<file path="config.mk">
export PLATFORM = sky130hd
export DESIGN_NAME = pms_mode_seq
export DESIGN_NICKNAME = d
export VERILOG_FILES = /design/src/verilog/pms_pkg.sv /design/src/verilog/pms_tick_if.sv /design/src/verilog/pms_mode_seq.sv /design/src/verilog/pms_tick_div.sv /design/src/verilog/pms_ms_timer.sv
export SDC_FILE = /design/constraint.sdc
export NUM_CORES = 1
export LEC_CHECK = 0
export BUFFER_PORTS_ARGS = -buffer_cell sky130_fd_sc_hd__buf_2
export CAP_MARGIN = 0
export CORE_ASPECT_RATIO = 0.8
export CORE_UTILIZATION = 29
export DETAILED_ROUTE_END_ITERATION = 8
export PLACE_DENSITY = 0.49
export SETUP_SLACK_MARGIN = 0.3
export SLEW_MARGIN = 20
export SYNTH_ARGS = -nofsm -noshare
export SYNTH_HDL_FRONTEND = slang
export SYNTH_HIERARCHICAL = 1
export SYNTH_SLANG_ARGS = --single-unit
</file>
<file path="constraint.sdc">
create_clock -name i_ref_clk -period 6.3 [get_ports i_ref_clk]
set_input_delay 0.945 -clock i_ref_clk [delete_from_list [all_inputs] [get_ports i_ref_clk]]
set_output_delay 0.945 -clock i_ref_clk [all_outputs]
set_load 0.005 [all_outputs]
</file>
<file path="src/verilog/pms_pkg.sv">
/*
 Shared constants and types of the operating-mode sequencer: timing,
 register map, register field positions and the mode encoding.
 Assumes a single system clock at CLK_HZ.
*/
package pms_pkg;

   // Clock and timing, each time in its own unit
   localparam int CLK_HZ        = 25_000_000;
   localparam int TICK_HZ       = 1_000;
   localparam int GREEN_MIN_S   = 3;
   localparam int HOLD_BLINK_HZ = 1;
   localparam int PON_BLINK_MS  = 1_000;
   localparam int MS_PER_S      = 1_000;

   // Derived counts
   localparam int TICK_CYCLES   = CLK_HZ / TICK_HZ;
   localparam int GREEN_MIN_MS  = GREEN_MIN_S * MS_PER_S;
   localparam int BLINK_HALF_MS = MS_PER_S / (2 * HOLD_BLINK_HZ);

   // Register bus
   localparam int          ADDR_W    = 8;
   localparam int          DATA_W    = 32;
   localparam logic [7:0]  ADDR_CTRL = 8'h00;
   localparam logic [7:0]  ADDR_CMD  = 8'h04;
   localparam logic [7:0]  ADDR_STAT = 8'h08;
   localparam logic [1:0]  RESP_OKAY = 2'h0;
   localparam logic [1:0]  RESP_SLVERR = 2'h2;
   localparam logic [31:0] DATA_ZERO = 32'h0000_0000;

   // Control register fields
   localparam int CTRL_RUN_BIT     = 0;
   localparam logic CTRL_RUN_RESET = 1'b0;

   // Command register fields, write-one pulses
   localparam int CMD_RESTART_BIT = 0;
   localparam int CMD_ORESET_BIT  = 1;
   localparam int CMD_RESUME_BIT  = 2;

   // Status register fields
   localparam int ST_MODE_LSB  = 0;
   localparam int ST_WDG_BIT   = 4;
   localparam int ST_GBUSY_BIT = 5;
   localparam int ST_YEL_BIT   = 6;
   localparam int ST_GRN_BIT   = 7;
   localparam int ST_RED_BIT   = 8;
   localparam int ST_LOCK_BIT  = 9;

   // Operating modes
   typedef enum logic [3:0] {
      MODE_STOP    = 4'h1,
      MODE_STARTUP = 4'h2,
      MODE_RUN     = 4'h4,
      MODE_HOLD    = 4'h8
   } pms_mode_t;

endpackage

</file>
<file path="src/verilog/pms_tick_if.sv">
/*
 Carrier of the millisecond enable and the blink phase from the
 tick divider to the timers and the indicator logic.
 Assumes one clock domain throughout.
*/
`timescale 1ns/1ns
`default_nettype none

interface pms_tick_if;
   logic tick;
   logic phase;
   modport gen  (output tick, output phase);
   modport sink (input tick, input phase);
endinterface // pms_tick_if

`default_nettype wire

</file>
<file path="src/verilog/pms_mode_seq.sv">
/*
 Operating-mode sequencer with an AXI4-Lite register slave.
 Assumes the execution core reports start-up completion, breakpoints,
 cycle ends and watchdog errors as synchronous one-cycle pulses.
*/
// Local design decisions: the AXI4-Lite interface to the registers and the address map.
// Behaviour
// - four modes: stop, start-up, run, hold
// - no program execution while stopped
// - stop keeps counters, timers, flags, image
// - output lock asserted in stop
// - yellow steady in stop
// - yellow blinks after power-on, then steady
// - start-up routine called on each start
// - start-up unsupervised; may call other blocks
// - output lock held through start-up
// - green blinks at least 3s from start-up; the green timer can fall short by part of one tick
// - green steady in run after start-up
// - watchdog error needs restart plus cold-start routine; an overall reset also clears the lock here
// - run repeats main routine, events allowed
// - run: timers active, image refreshed per cycle
// - output lock released in run
// - hold halts code, freezes timers, locks outputs
// - hold: red on, green blinks 1Hz
`timescale 1ns/1ns
`default_nettype none

module pms_mode_seq #(
   parameter int TICK_CYCLES = pms_pkg::TICK_CYCLES,
   parameter int HALF_MS     = pms_pkg::BLINK_HALF_MS,
   parameter int GREEN_MS    = pms_pkg::GREEN_MIN_MS,
   parameter int PON_MS      = pms_pkg::PON_BLINK_MS
) (
   // Clock and reset
   input  wire logic        i_ref_clk,
   input  wire logic        i_rst_n,
   // Execution core events
   input  wire logic        i_startup_done,
   input  wire logic        i_breakpoint,
   input  wire logic        i_cycle_end,
   input  wire logic        i_watchdog_err,
   input  wire logic        i_cold_start_present,
   // Execution control
   output logic [3:0]       o_mode,
   output logic             o_output_disable_lock,
   output logic             o_exec_enable,
   output logic             o_startup_call,
   output logic             o_startup_routine_active,
   output logic             o_cyclic_main_routine_active,
   output logic             o_cycle_monitor_enable,
   output logic             o_timers_enable,
   output logic             o_event_enable,
   output logic             o_image_refresh,
   // Indicators
   output logic             o_yellow_led,
   output logic             o_green_led,
   output logic             o_red_led,
   // AXI4-Lite write address and data
   input  wire logic [7:0]  i_s_axi_awaddr,
   input  wire logic        i_s_axi_awvalid,
   output logic             o_s_axi_awready,
   input  wire logic [31:0] i_s_axi_wdata,
   input  wire logic [3:0]  i_s_axi_wstrb,
   input  wire logic        i_s_axi_wvalid,
   output logic             o_s_axi_wready,
   // AXI4-Lite write response
   output logic [1:0]       o_s_axi_bresp,
   output logic             o_s_axi_bvalid,
   input  wire logic        i_s_axi_bready,
   // AXI4-Lite read
   input  wire logic [7:0]  i_s_axi_araddr,
   input  wire logic        i_s_axi_arvalid,
   output logic             o_s_axi_arready,
   output logic [31:0]      o_s_axi_rdata,
   output logic [1:0]       o_s_axi_rresp,
   output logic             o_s_axi_rvalid,
   input  wire logic        i_s_axi_rready
);
   initial begin
      if (HALF_MS < 1 || GREEN_MS < 1 || PON_MS < 1) begin
         $error("pms_mode_seq: timing parameters must be positive");
      end
   end

   function automatic logic hit(input logic [7:0] a, input logic [7:0] o);
      hit = (a[7:2] == o[7:2]);
   endfunction

   // Timing helpers
   pms_tick_if tk ();
   logic grn_busy;
   logic pon_busy;
   logic grn_load;
   logic pon_started_ff;

   pms_tick_div #(
      .TICK_CYCLES (TICK_CYCLES),
      .HALF_MS     (HALF_MS)
   ) u_div (
      .i_ref_clk (i_ref_clk),
      .i_rst_n   (i_rst_n),
      .tk        (tk)
   );

   pms_ms_timer #(
      .MS_W    (12),
      .LOAD_MS (GREEN_MS)
   ) u_green (
      .i_ref_clk (i_ref_clk),
      .i_rst_n   (i_rst_n),
      .tk        (tk),
      .i_load    (grn_load),
      .o_busy    (grn_busy)
   );

   pms_ms_timer #(
      .MS_W    (12),
      .LOAD_MS (PON_MS)
   ) u_pon (
      .i_ref_clk (i_ref_clk),
      .i_rst_n   (i_rst_n),
      .tk        (tk),
      .i_load    (~pon_started_ff),
      .o_busy    (pon_busy)
   );

   // Register file and bus state
   logic        run_req_ff;
   logic        restart_ff;
   logic        oreset_ff;
   logic        resume_ff;
   logic        aw_got_ff;
   logic        w_got_ff;
   logic [7:0]  awaddr_ff;
   logic [31:0] wdata_ff;
   logic [3:0]  wstrb_ff;
   logic        aw_rdy_ff;
   logic        w_rdy_ff;
   logic        bvalid_ff;
   logic [1:0]  bresp_ff;
   logic        ar_rdy_ff;
   logic        rvalid_ff;
   logic [31:0] rdata_ff;
   logic [1:0]  rresp_ff;

   // Sequencer state
   pms_pkg::pms_mode_t state_ff;
   pms_pkg::pms_mode_t nxt_state;
   logic               wdg_lock_ff;
   logic               lock_ff;
   logic               exec_ff;
   logic               call_ff;
   logic               refresh_ff;
   logic               yel_ff;
   logic               grn_ff;
   logic               red_ff;

   // Write channel
   wire aw_hs    = i_s_axi_awvalid & aw_rdy_ff;
   wire w_hs     = i_s_axi_wvalid & w_rdy_ff;
   wire do_write = aw_got_ff & w_got_ff;
   wire wr_ctrl  = do_write & hit(awaddr_ff, pms_pkg::ADDR_CTRL);
   wire wr_cmd   = do_write & hit(awaddr_ff, pms_pkg::ADDR_CMD);
   wire wr_stat  = do_write & hit(awaddr_ff, pms_pkg::ADDR_STAT);
   wire wr_ok    = wr_ctrl | wr_cmd | wr_stat;
   wire nxt_aw_got = (aw_got_ff & ~do_write) | aw_hs;
   wire nxt_w_got  = (w_got_ff & ~do_write) | w_hs;
   wire nxt_bvalid = do_write | (bvalid_ff & ~i_s_axi_bready);
   wire cmd_lane   = wr_cmd & wstrb_ff[0];
   wire nxt_restart = cmd_lane & wdata_ff[pms_pkg::CMD_RESTART_BIT];
   wire nxt_oreset  = cmd_lane & wdata_ff[pms_pkg::CMD_ORESET_BIT];
   wire nxt_resume  = cmd_lane & wdata_ff[pms_pkg::CMD_RESUME_BIT];
   wire nxt_run_req = (wr_ctrl & wstrb_ff[0]) ?
                      wdata_ff[pms_pkg::CTRL_RUN_BIT] : run_req_ff;

   // Read channel
   wire ar_hs      = i_s_axi_arvalid & ar_rdy_ff;
   wire nxt_rvalid = ar_hs | (rvalid_ff & ~i_s_axi_rready);
   wire rd_ctrl    = hit(i_s_axi_araddr, pms_pkg::ADDR_CTRL);
   wire rd_cmd     = hit(i_s_axi_araddr, pms_pkg::ADDR_CMD);
   wire rd_stat    = hit(i_s_axi_araddr, pms_pkg::ADDR_STAT);
   wire rd_ok      = rd_ctrl | rd_cmd | rd_stat;
   logic [31:0] stat_word;
   logic [31:0] ctrl_word;

   always_comb begin
      ctrl_word = pms_pkg::DATA_ZERO;
      ctrl_word[pms_pkg::CTRL_RUN_BIT] = run_req_ff;
      stat_word = pms_pkg::DATA_ZERO;
      stat_word[pms_pkg::ST_MODE_LSB +: 4] = state_ff;
      stat_word[pms_pkg::ST_WDG_BIT]       = wdg_lock_ff;
      stat_word[pms_pkg::ST_GBUSY_BIT]     = grn_busy;
      stat_word[pms_pkg::ST_YEL_BIT]       = yel_ff;
      stat_word[pms_pkg::ST_GRN_BIT]       = grn_ff;
      stat_word[pms_pkg::ST_RED_BIT]       = red_ff;
      stat_word[pms_pkg::ST_LOCK_BIT]      = lock_ff;
   end

   wire [31:0] rd_word = rd_ctrl ? ctrl_word :
                         rd_stat ? stat_word : pms_pkg::DATA_ZERO;

   // Mode decode
   wire st_stop  = (state_ff == pms_pkg::MODE_STOP);
   wire st_start = (state_ff == pms_pkg::MODE_STARTUP);
   wire st_run   = (state_ff == pms_pkg::MODE_RUN);
   wire st_hold  = (state_ff == pms_pkg::MODE_HOLD);
   wire wdg_hit  = i_watchdog_err & ~st_stop;
   wire cold_ok  = restart_ff & i_cold_start_present;
   wire go_start = st_stop & run_req_ff & (~wdg_lock_ff | cold_ok);
   // Set wins over clear; overall reset, or a restart in stop with cold start present, clears
   wire wdg_clr  = oreset_ff | (st_stop & cold_ok);
   wire nxt_wdg  = wdg_hit | (wdg_lock_ff & ~wdg_clr);

   always_comb begin
      nxt_state = state_ff;
      unique case (state_ff)
         pms_pkg::MODE_STOP: begin
            if (go_start) begin
               nxt_state = pms_pkg::MODE_STARTUP;
            end
         end
         pms_pkg::MODE_STARTUP: begin
            if (wdg_hit || !run_req_ff) begin
               nxt_state = pms_pkg::MODE_STOP;
            end else if (i_startup_done) begin
               nxt_state = pms_pkg::MODE_RUN;
            end
         end
         pms_pkg::MODE_RUN: begin
            if (wdg_hit || !run_req_ff) begin
               nxt_state = pms_pkg::MODE_STOP;
            end else if (i_breakpoint) begin
               nxt_state = pms_pkg::MODE_HOLD;
            end
         end
         pms_pkg::MODE_HOLD: begin
            if (wdg_hit || !run_req_ff) begin
               nxt_state = pms_pkg::MODE_STOP;
            end else if (resume_ff) begin
               nxt_state = pms_pkg::MODE_RUN;
            end
         end
         default: begin
            nxt_state = pms_pkg::MODE_STOP;
         end
      endcase
   end

   // Outputs derived from the next mode so they align with o_mode
   wire n_stop  = (nxt_state == pms_pkg::MODE_STOP);
   wire n_start = (nxt_state == pms_pkg::MODE_STARTUP);
   wire n_run   = (nxt_state == pms_pkg::MODE_RUN);
   wire n_hold  = (nxt_state == pms_pkg::MODE_HOLD);
   // Lock is released only in run
   wire nxt_lock = ~n_run;
   // No code runs in stop or hold; nothing is cleared on stop
   wire nxt_exec = n_start | n_run;
   wire nxt_call = go_start;
   wire nxt_refresh = (st_start & n_run) |
                      (st_run & n_run & i_cycle_end);
   assign grn_load = go_start;

   // The green timer keeps running after an early stop
   // Window counts from reset, before the timer has loaded
   wire pon_win = pon_busy | ~pon_started_ff;
   wire nxt_yel = n_stop & (pon_win ? tk.phase : 1'b1);
   wire nxt_grn = (n_start | n_hold | grn_busy) ? tk.phase :
                  n_run;
   wire nxt_red = n_hold;

   always_ff @(posedge i_ref_clk or negedge i_rst_n) begin
      if (!i_rst_n) begin
         state_ff       <= pms_pkg::MODE_STOP;
         wdg_lock_ff    <= 1'b0;
         lock_ff        <= 1'b1;
         exec_ff        <= 1'b0;
         call_ff        <= 1'b0;
         refresh_ff     <= 1'b0;
         yel_ff         <= 1'b0;
         grn_ff         <= 1'b0;
         red_ff         <= 1'b0;
         pon_started_ff <= 1'b0;
      end else begin
         state_ff       <= nxt_state;
         wdg_lock_ff    <= nxt_wdg;
         lock_ff        <= nxt_lock;
         exec_ff        <= nxt_exec;
         call_ff        <= nxt_call;
         refresh_ff     <= nxt_refresh;
         yel_ff         <= nxt_yel;
         grn_ff         <= nxt_grn;
         red_ff         <= nxt_red;
         pon_started_ff <= 1'b1;
      end
   end

   always_ff @(posedge i_ref_clk or negedge i_rst_n) begin
      if (!i_rst_n) begin
         run_req_ff <= pms_pkg::CTRL_RUN_RESET;
         restart_ff <= 1'b0;
         oreset_ff  <= 1'b0;
         resume_ff  <= 1'b0;
         aw_got_ff  <= 1'b0;
         w_got_ff   <= 1'b0;
         aw_rdy_ff  <= 1'b0;
         w_rdy_ff   <= 1'b0;
         bvalid_ff  <= 1'b0;
         bresp_ff   <= pms_pkg::RESP_OKAY;
      end else begin
         run_req_ff <= nxt_run_req;
         restart_ff <= nxt_restart;
         oreset_ff  <= nxt_oreset;
         resume_ff  <= nxt_resume;
         aw_got_ff  <= nxt_aw_got;
         w_got_ff   <= nxt_w_got;
         aw_rdy_ff  <= ~nxt_aw_got & ~nxt_bvalid;
         w_rdy_ff   <= ~nxt_w_got & ~nxt_bvalid;
         bvalid_ff  <= nxt_bvalid;
         if (do_write) begin
            bresp_ff <= wr_ok ? pms_pkg::RESP_OKAY : pms_pkg::RESP_SLVERR;
         end
      end
   end

   // Payload holders need no reset
   always_ff @(posedge i_ref_clk) begin
      if (aw_hs) begin
         awaddr_ff <= i_s_axi_awaddr;
      end
      if (w_hs) begin
         wdata_ff <= i_s_axi_wdata;
         wstrb_ff <= i_s_axi_wstrb;
      end
   end

   always_ff @(posedge i_ref_clk or negedge i_rst_n) begin
      if (!i_rst_n) begin
         ar_rdy_ff <= 1'b0;
         rvalid_ff <= 1'b0;
         rdata_ff  <= pms_pkg::DATA_ZERO;
         rresp_ff  <= pms_pkg::RESP_OKAY;
      end else begin
         ar_rdy_ff <= ~nxt_rvalid;
         rvalid_ff <= nxt_rvalid;
         if (ar_hs) begin
            rdata_ff <= rd_word;
            rresp_ff <= rd_ok ? pms_pkg::RESP_OKAY : pms_pkg::RESP_SLVERR;
         end
      end
   end

   // Mode-qualified enables are registered from the next mode, like the other outputs
   logic startup_act_ff;
   logic main_act_ff;
   logic mon_en_ff;
   logic tmr_en_ff;
   logic evt_en_ff;

   always_ff @(posedge i_ref_clk or negedge i_rst_n) begin
      if (!i_rst_n) begin
         startup_act_ff <= 1'b0;
         main_act_ff    <= 1'b0;
         mon_en_ff      <= 1'b0;
         tmr_en_ff      <= 1'b0;
         evt_en_ff      <= 1'b0;
      end else begin
         startup_act_ff <= n_start;
         main_act_ff    <= n_run;
         mon_en_ff      <= n_run;
         tmr_en_ff      <= n_run;
         evt_en_ff      <= n_run;
      end
   end

   assign o_mode                       = state_ff;
   assign o_output_disable_lock        = lock_ff;
   assign o_exec_enable                = exec_ff;
   assign o_startup_call               = call_ff;
   assign o_startup_routine_active     = startup_act_ff;
   assign o_cyclic_main_routine_active = main_act_ff;
   assign o_cycle_monitor_enable       = mon_en_ff;
   assign o_timers_enable              = tmr_en_ff;
   assign o_event_enable               = evt_en_ff;
   assign o_image_refresh              = refresh_ff;
   assign o_yellow_led                 = yel_ff;
   assign o_green_led                  = grn_ff;
   assign o_red_led                    = red_ff;
   assign o_s_axi_awready              = aw_rdy_ff;
   assign o_s_axi_wready               = w_rdy_ff;
   assign o_s_axi_bresp                = bresp_ff;
   assign o_s_axi_bvalid               = bvalid_ff;
   assign o_s_axi_arready              = ar_rdy_ff;
   assign o_s_axi_rdata                = rdata_ff;
   assign o_s_axi_rresp                = rresp_ff;
   assign o_s_axi_rvalid               = rvalid_ff;

endmodule // pms_mode_seq

`default_nettype wire

</file>
<file path="src/verilog/pms_tick_div.sv">
/*
 Divider: one-cycle millisecond enable and a square blink phase.
 Assumes i_ref_clk is the system clock; reset is async active low.
*/
`timescale 1ns/1ns
`default_nettype none

module pms_tick_div #(
   parameter int TICK_CYCLES = pms_pkg::TICK_CYCLES,
   parameter int HALF_MS     = pms_pkg::BLINK_HALF_MS
) (
   // Clock and reset
   input  wire logic i_ref_clk,
   input  wire logic i_rst_n,
   // Tick and phase out
   pms_tick_if.gen   tk
);
   localparam int CW = $clog2(TICK_CYCLES + 1);
   localparam int HW = $clog2(HALF_MS + 1);

   initial begin
      if (TICK_CYCLES < 2 || HALF_MS < 1) begin
         $error("pms_tick_div: bad divider parameters");
      end
   end

   logic [CW-1:0] cyc_ff;
   logic [HW-1:0] ms_ff;
   logic          tick_ff;
   logic          phase_ff;

   wire cyc_end = (cyc_ff == CW'(TICK_CYCLES - 1));
   wire ms_end  = (ms_ff == HW'(HALF_MS - 1));

   always_ff @(posedge i_ref_clk or negedge i_rst_n) begin
      if (!i_rst_n) begin
         cyc_ff   <= '0;
         ms_ff    <= '0;
         tick_ff  <= 1'b0;
         phase_ff <= 1'b0;
      end else begin
         cyc_ff  <= cyc_end ? '0 : cyc_ff + CW'(1);
         tick_ff <= cyc_end;
         if (tick_ff) begin
            ms_ff    <= ms_end ? '0 : ms_ff + HW'(1);
            phase_ff <= ms_end ? ~phase_ff : phase_ff;
         end
      end
   end

   assign tk.tick  = tick_ff;
   assign tk.phase = phase_ff;

endmodule // pms_tick_div

`default_nettype wire

</file>
<file path="src/verilog/pms_ms_timer.sv">
/*
 Retriggerable millisecond timer: busy from a load for LOAD_MS ticks.
 Assumes the tick comes from pms_tick_div on the same clock.
*/
`timescale 1ns/1ns
`default_nettype none

module pms_ms_timer #(
   parameter int MS_W    = 12,
   parameter int LOAD_MS = pms_pkg::GREEN_MIN_MS
) (
   // Clock and reset
   input  wire logic i_ref_clk,
   input  wire logic i_rst_n,
   // Tick in
   pms_tick_if.sink  tk,
   // Control and state
   input  wire logic i_load,
   output logic      o_busy
);
   initial begin
      if (LOAD_MS < 1 || LOAD_MS >= (1 << MS_W)) begin
         $error("pms_ms_timer: LOAD_MS does not fit MS_W");
      end
   end

   logic [MS_W-1:0] left_ff;
   // The load sets exactly LOAD_MS ticks, so the busy span can fall short by part of one tick
   wire [MS_W-1:0] nxt_left = i_load ? MS_W'(LOAD_MS) :
                    (tk.tick && left_ff != '0) ? left_ff - MS_W'(1) :
                    left_ff;

   always_ff @(posedge i_ref_clk or negedge i_rst_n) begin
      if (!i_rst_n) begin
         left_ff <= '0;
      end else begin
         left_ff <= nxt_left;
      end
   end

   assign o_busy = (left_ff != '0);

endmodule // pms_ms_timer

`default_nettype wire

</file>
==> impl_summary.log <==
[metrics] outcome: finished clean
[metrics] final estimated routing congestion in global placement: 0.721
[metrics] die width: 144 um
[metrics] number of setup buffers added after CTS: 0
[metrics] per-cell via count in the routed design: between 4 and 5
[metrics] via count of the routed design: 3287
[metrics] proportion of synthesized chip area in sequential cells: 0.532
[metrics] pin count of the biggest net entering global routing: 71
[metrics] Slowest-stage cell, CP: dfrtp_1
[metrics] number of routed nets with antenna violations: 0
[metrics] violation count after the first detailed-route iteration: 128
[metrics] fillcell total: 1625
[metrics] Internal: 1.05 mW
[metrics] series of cell instances along the critical path: or4b_1, or2_1, or4_1, a211o_1
[metrics] clock latency of the later-clocked register in the worst-skew pair: 340 ps
[metrics] number of clock buffers inserted by TritonCTS: 9
[metrics] number of top-level pins: 121
[metrics] dpl hpwl: 6.36 mm
[metrics] Routed WL: 9.23 mm
[metrics] average cell area after synthesis: 11.1 um^2
[metrics] clock tree from TritonCTS: yes
[metrics] required time of the critical path: 6530 ps
[metrics] cells after synthesis: 425
[metrics] antenna violations before repair: 1
[metrics] distinct cell type count of the synthesized netlist: 72
[metrics] GRT Residual Overflow: 0
[metrics] Max-cap violations: 0
[metrics] Final Max Slew Viols: 0
[metrics] buffer type at the clock tree root: clkbuf_16
[metrics] proportion of register bits with asynchronous set or reset after synthesis: 0.898
[metrics] Hold Path Class: reg2reg
[metrics] GRT busiest layer: met2
[metrics] Fmax: approximately 410 MHz
[metrics] Die Y-Extent: 116 um
[metrics] post-synthesis mux area share: 0.0133
[metrics] final count of negative-setup-slack endpoints: 0
[metrics] number of detailed-routing iterations run before antenna repair: 4
[metrics] Total Nets Final: 552
[metrics] primary flip-flop cell chosen by synthesis mapping: dfrtp_1
[metrics] adder-cell area share of the yosys netlist: 0.0159
[metrics] hold_buf cts: 0
[metrics] Post-Synth Simple-Gate Area: 0.198
[metrics] CTS-repair resized insts: 0
[metrics] total track usage: 0.117
[metrics] clock transition at the registers of the reported paths: 70 ps
[metrics] Crit path buffers/inverters: 0
[metrics] Switching Power: 0.372 mW
[metrics] Synth Area in Compound Gates: 0.127
[metrics] Worst-Margin Slew: between 1000 and 1500 ps
[metrics] via count of the first global-routing pass: 3160
[metrics] routed length per instance: 13.1 um
[metrics] launching element type of the critical path: register
[metrics] first-pass GRT wire length: between 15 and 20 mm
[metrics] fraction of synthesized cell area in xor and xnor cells: 0.0391
[metrics] CP delay by family, top: simple AND/OR/NAND/NOR gates
[metrics] Final Hold Vio Count: 0
[metrics] Die Area: 16800 um^2
[metrics] power density cells: between 200 and 300 nW/um^2
[metrics] H-tree lvl count: 3
[metrics] element type at the critical path end: register
[metrics] number of synthesized register bits: 98
[metrics] setup TNS after final layout: 0 ps
[metrics] Post-synth EDFFs: 10
[metrics] highest net fanout along the worst path: 22
[metrics] share of cells above drive strength 1: 0.203
[metrics] met3 track demand over resource: 0.0343
[metrics] Synth Warn #: 6
[metrics] met1 demand-to-capacity share in global routing: 0.159
[metrics] period utilisation layout: 0.386
[metrics] Syn Std Cell Area: between 4000 and 5000 um^2
[metrics] area of the core: about 16000 um^2
[metrics] switching power share of the total: 0.261
[metrics] maximum clock path buffer count: 2
[metrics] initial core utilization: 0.298
[metrics] Slowest Stage Delay on Critical Path: 760 ps
[metrics] crit path kind: reg2reg
[metrics] logic gate share of total power: 0.111
[metrics] final critical-path required period: 2430 ps
[metrics] arrival time worst endpoint: about 2700 ps
[metrics] Worst IR Drop VDD: 150 uV
[metrics] Flop pwr share: 0.517
[metrics] clk sinks: 98
[metrics] main combinational cell family by area after synthesis: simple AND/OR/NAND/NOR gates
[metrics] count of input and output buffers: 60
[metrics] DRC violation count after routing: 0
[metrics] num rows: 41
[metrics] Worst slew margin: 0.323
[metrics] Area Overhead vs Synth: 14.8%
[metrics] met2 track demand over resource: 0.180
[metrics] leakage power: 2.33 nW
[metrics] fraction of power consumed by the clock network: 0.372
[metrics] worst setup skew after layout: ~6.7 ps
[metrics] total power of the final layout: 1.42 mW
[metrics] setup repair after global routing missed its margin: no
-- synth_stat cells (8+ instances only) --
| library cell | count | area (um^2) |
|---|---|---|
| buf_4 | 27 | 203 |
| o21ai_0 | 10 | 50.1 |
| edfxtp_1 | 10 | 300 |
| nand2_1 | 22 | 82.6 |
| inv_1 | 22 | 82.6 |
| a21oi_1 | 21 | 105 |
| nor2_1 | 36 | 135 |
| nand3_1 | 8 | 40.0 |
| dfrtp_1 | 86 | 2150 |
| xor2_1 | 9 | 78.8 |
| or4_1 | 10 | 75.1 |
| a22o_1 | 10 | 87.6 |
| xnor2_1 | 12 | 105 |
-- cell usage in the layout, fill, tap and decap left out, types with 12 or more instances in the layout --
cell type and count:
a21oi_1 21, conb_1 25, nor2_1 36, buf_2 59
dfrtp_1 86, nand2_1 22, xnor2_1 12, inv_1 22
-- area by class of cell --
| class | count | area [um^2] | area share |
|---|---|---|---|
| sequential | 98 | 2500 | 0.463 |
| multi-input combinational | 290 | 1940 | 0.360 |
| timing repair buffer | 61 | 310 | 0.0574 |
| tap | 215 | 269 | 0.0498 |
| clock buffer | 11 | 254 | 0.0470 |
| inverter | 22 | 82.6 | 0.0153 |
| clock inverter | 5 | 37.5 | 0.00694 |
| antenna | 1 | 2.50 | 0.000463 |
-- path summary, 6_finish.rpt --
kind	start	end	slack (ps)	depth (start not counted)
worst min register to register	u_div/cyc_ff[0]$_DFF_PN0_	u_div/cyc_ff[0]$_DFF_PN0_	460	1
worst max-delay path	u_div/tk.tick$_DFF_PN0_	u_pon/left_ff[7]$_DFFE_PN0P_	3870	4
max in group asynchronous	i_rst_n	u_div/cyc_ff[3]$_DFF_PN0_	4660	2
worst max register to register	u_div/tk.tick$_DFF_PN0_	u_pon/left_ff[7]$_DFFE_PN0P_	3870	4
worst min-delay path	u_div/cyc_ff[0]$_DFF_PN0_	u_div/cyc_ff[0]$_DFF_PN0_	460	1
min in group asynchronous	i_rst_n	o_s_axi_bvalid$_DFF_PN0_	480	1
-- through the flow --
step                worst slack (ps)  instance area (um^2)  hold slack, ps  instances  utilization
floorplan                       4080                  4790             425        448            -
finish                          3870                  5410             457        703        0.342
detailed placement              3800                  5110             451        686        0.323
global route                    3720                  5400             478        702        0.342
global placement                3800                  5110             436        686        0.323
CTS                             3870                  5400             461        702        0.342
-- worst register-to-register path, delay by kind of cell (launching register included) --
family,cells,cell delay (ps)
AO/OA/AOI/OAI,1,300
flip-flops,1,760
AND/OR/NAND/NOR,3,1260
-- routing by layer --
| layer | routed length, um | vias up |
|---|---|---|
| met5 | 13 | - |
| met4 | 93 | 2 |
| met3 | 522 | 9 |
| met2 | 3950 | 95 |
| met1 | 4650 | 1586 |
| li1 | - | 1595 |
-- flip-flops by register name, summed over array words and instances, names as in the netlist, 3 cells and up --
signal and count:
awaddr_ff 6, u_div/ms_ff 9, u_green/left_ff 12, u_pon/left_ff 12, u_div/cyc_ff 15, o_s_axi_rdata 10, wdata_ff 3, o_mode 4
-- kinds of logic after synthesis --
logic type / count (synthesis)
simple gates: 153
flops: 98
compound gates: 79
buf+inv: 60
xor+xnor: 21
fa+ha+maj: 6
mux: 6
other cells: 2
-- power by group through the flow --
stage | Clock, mW | Sequential [mW] | Combinational [mW]
6_report | 0.530 | 0.737 | 0.158
5_1_grt | 0.574 | 0.745 | 0.182
4_1_cts | 0.553 | 0.736 | 0.161
3_5_place_dp | 0 | 0.747 | 0.161
3_3_place_gp | 0 | 0.747 | 0.160
2_1_floorplan | 0 | 0.738 | 0.114
Note: power is estimated with default switching activity, not from simulation.
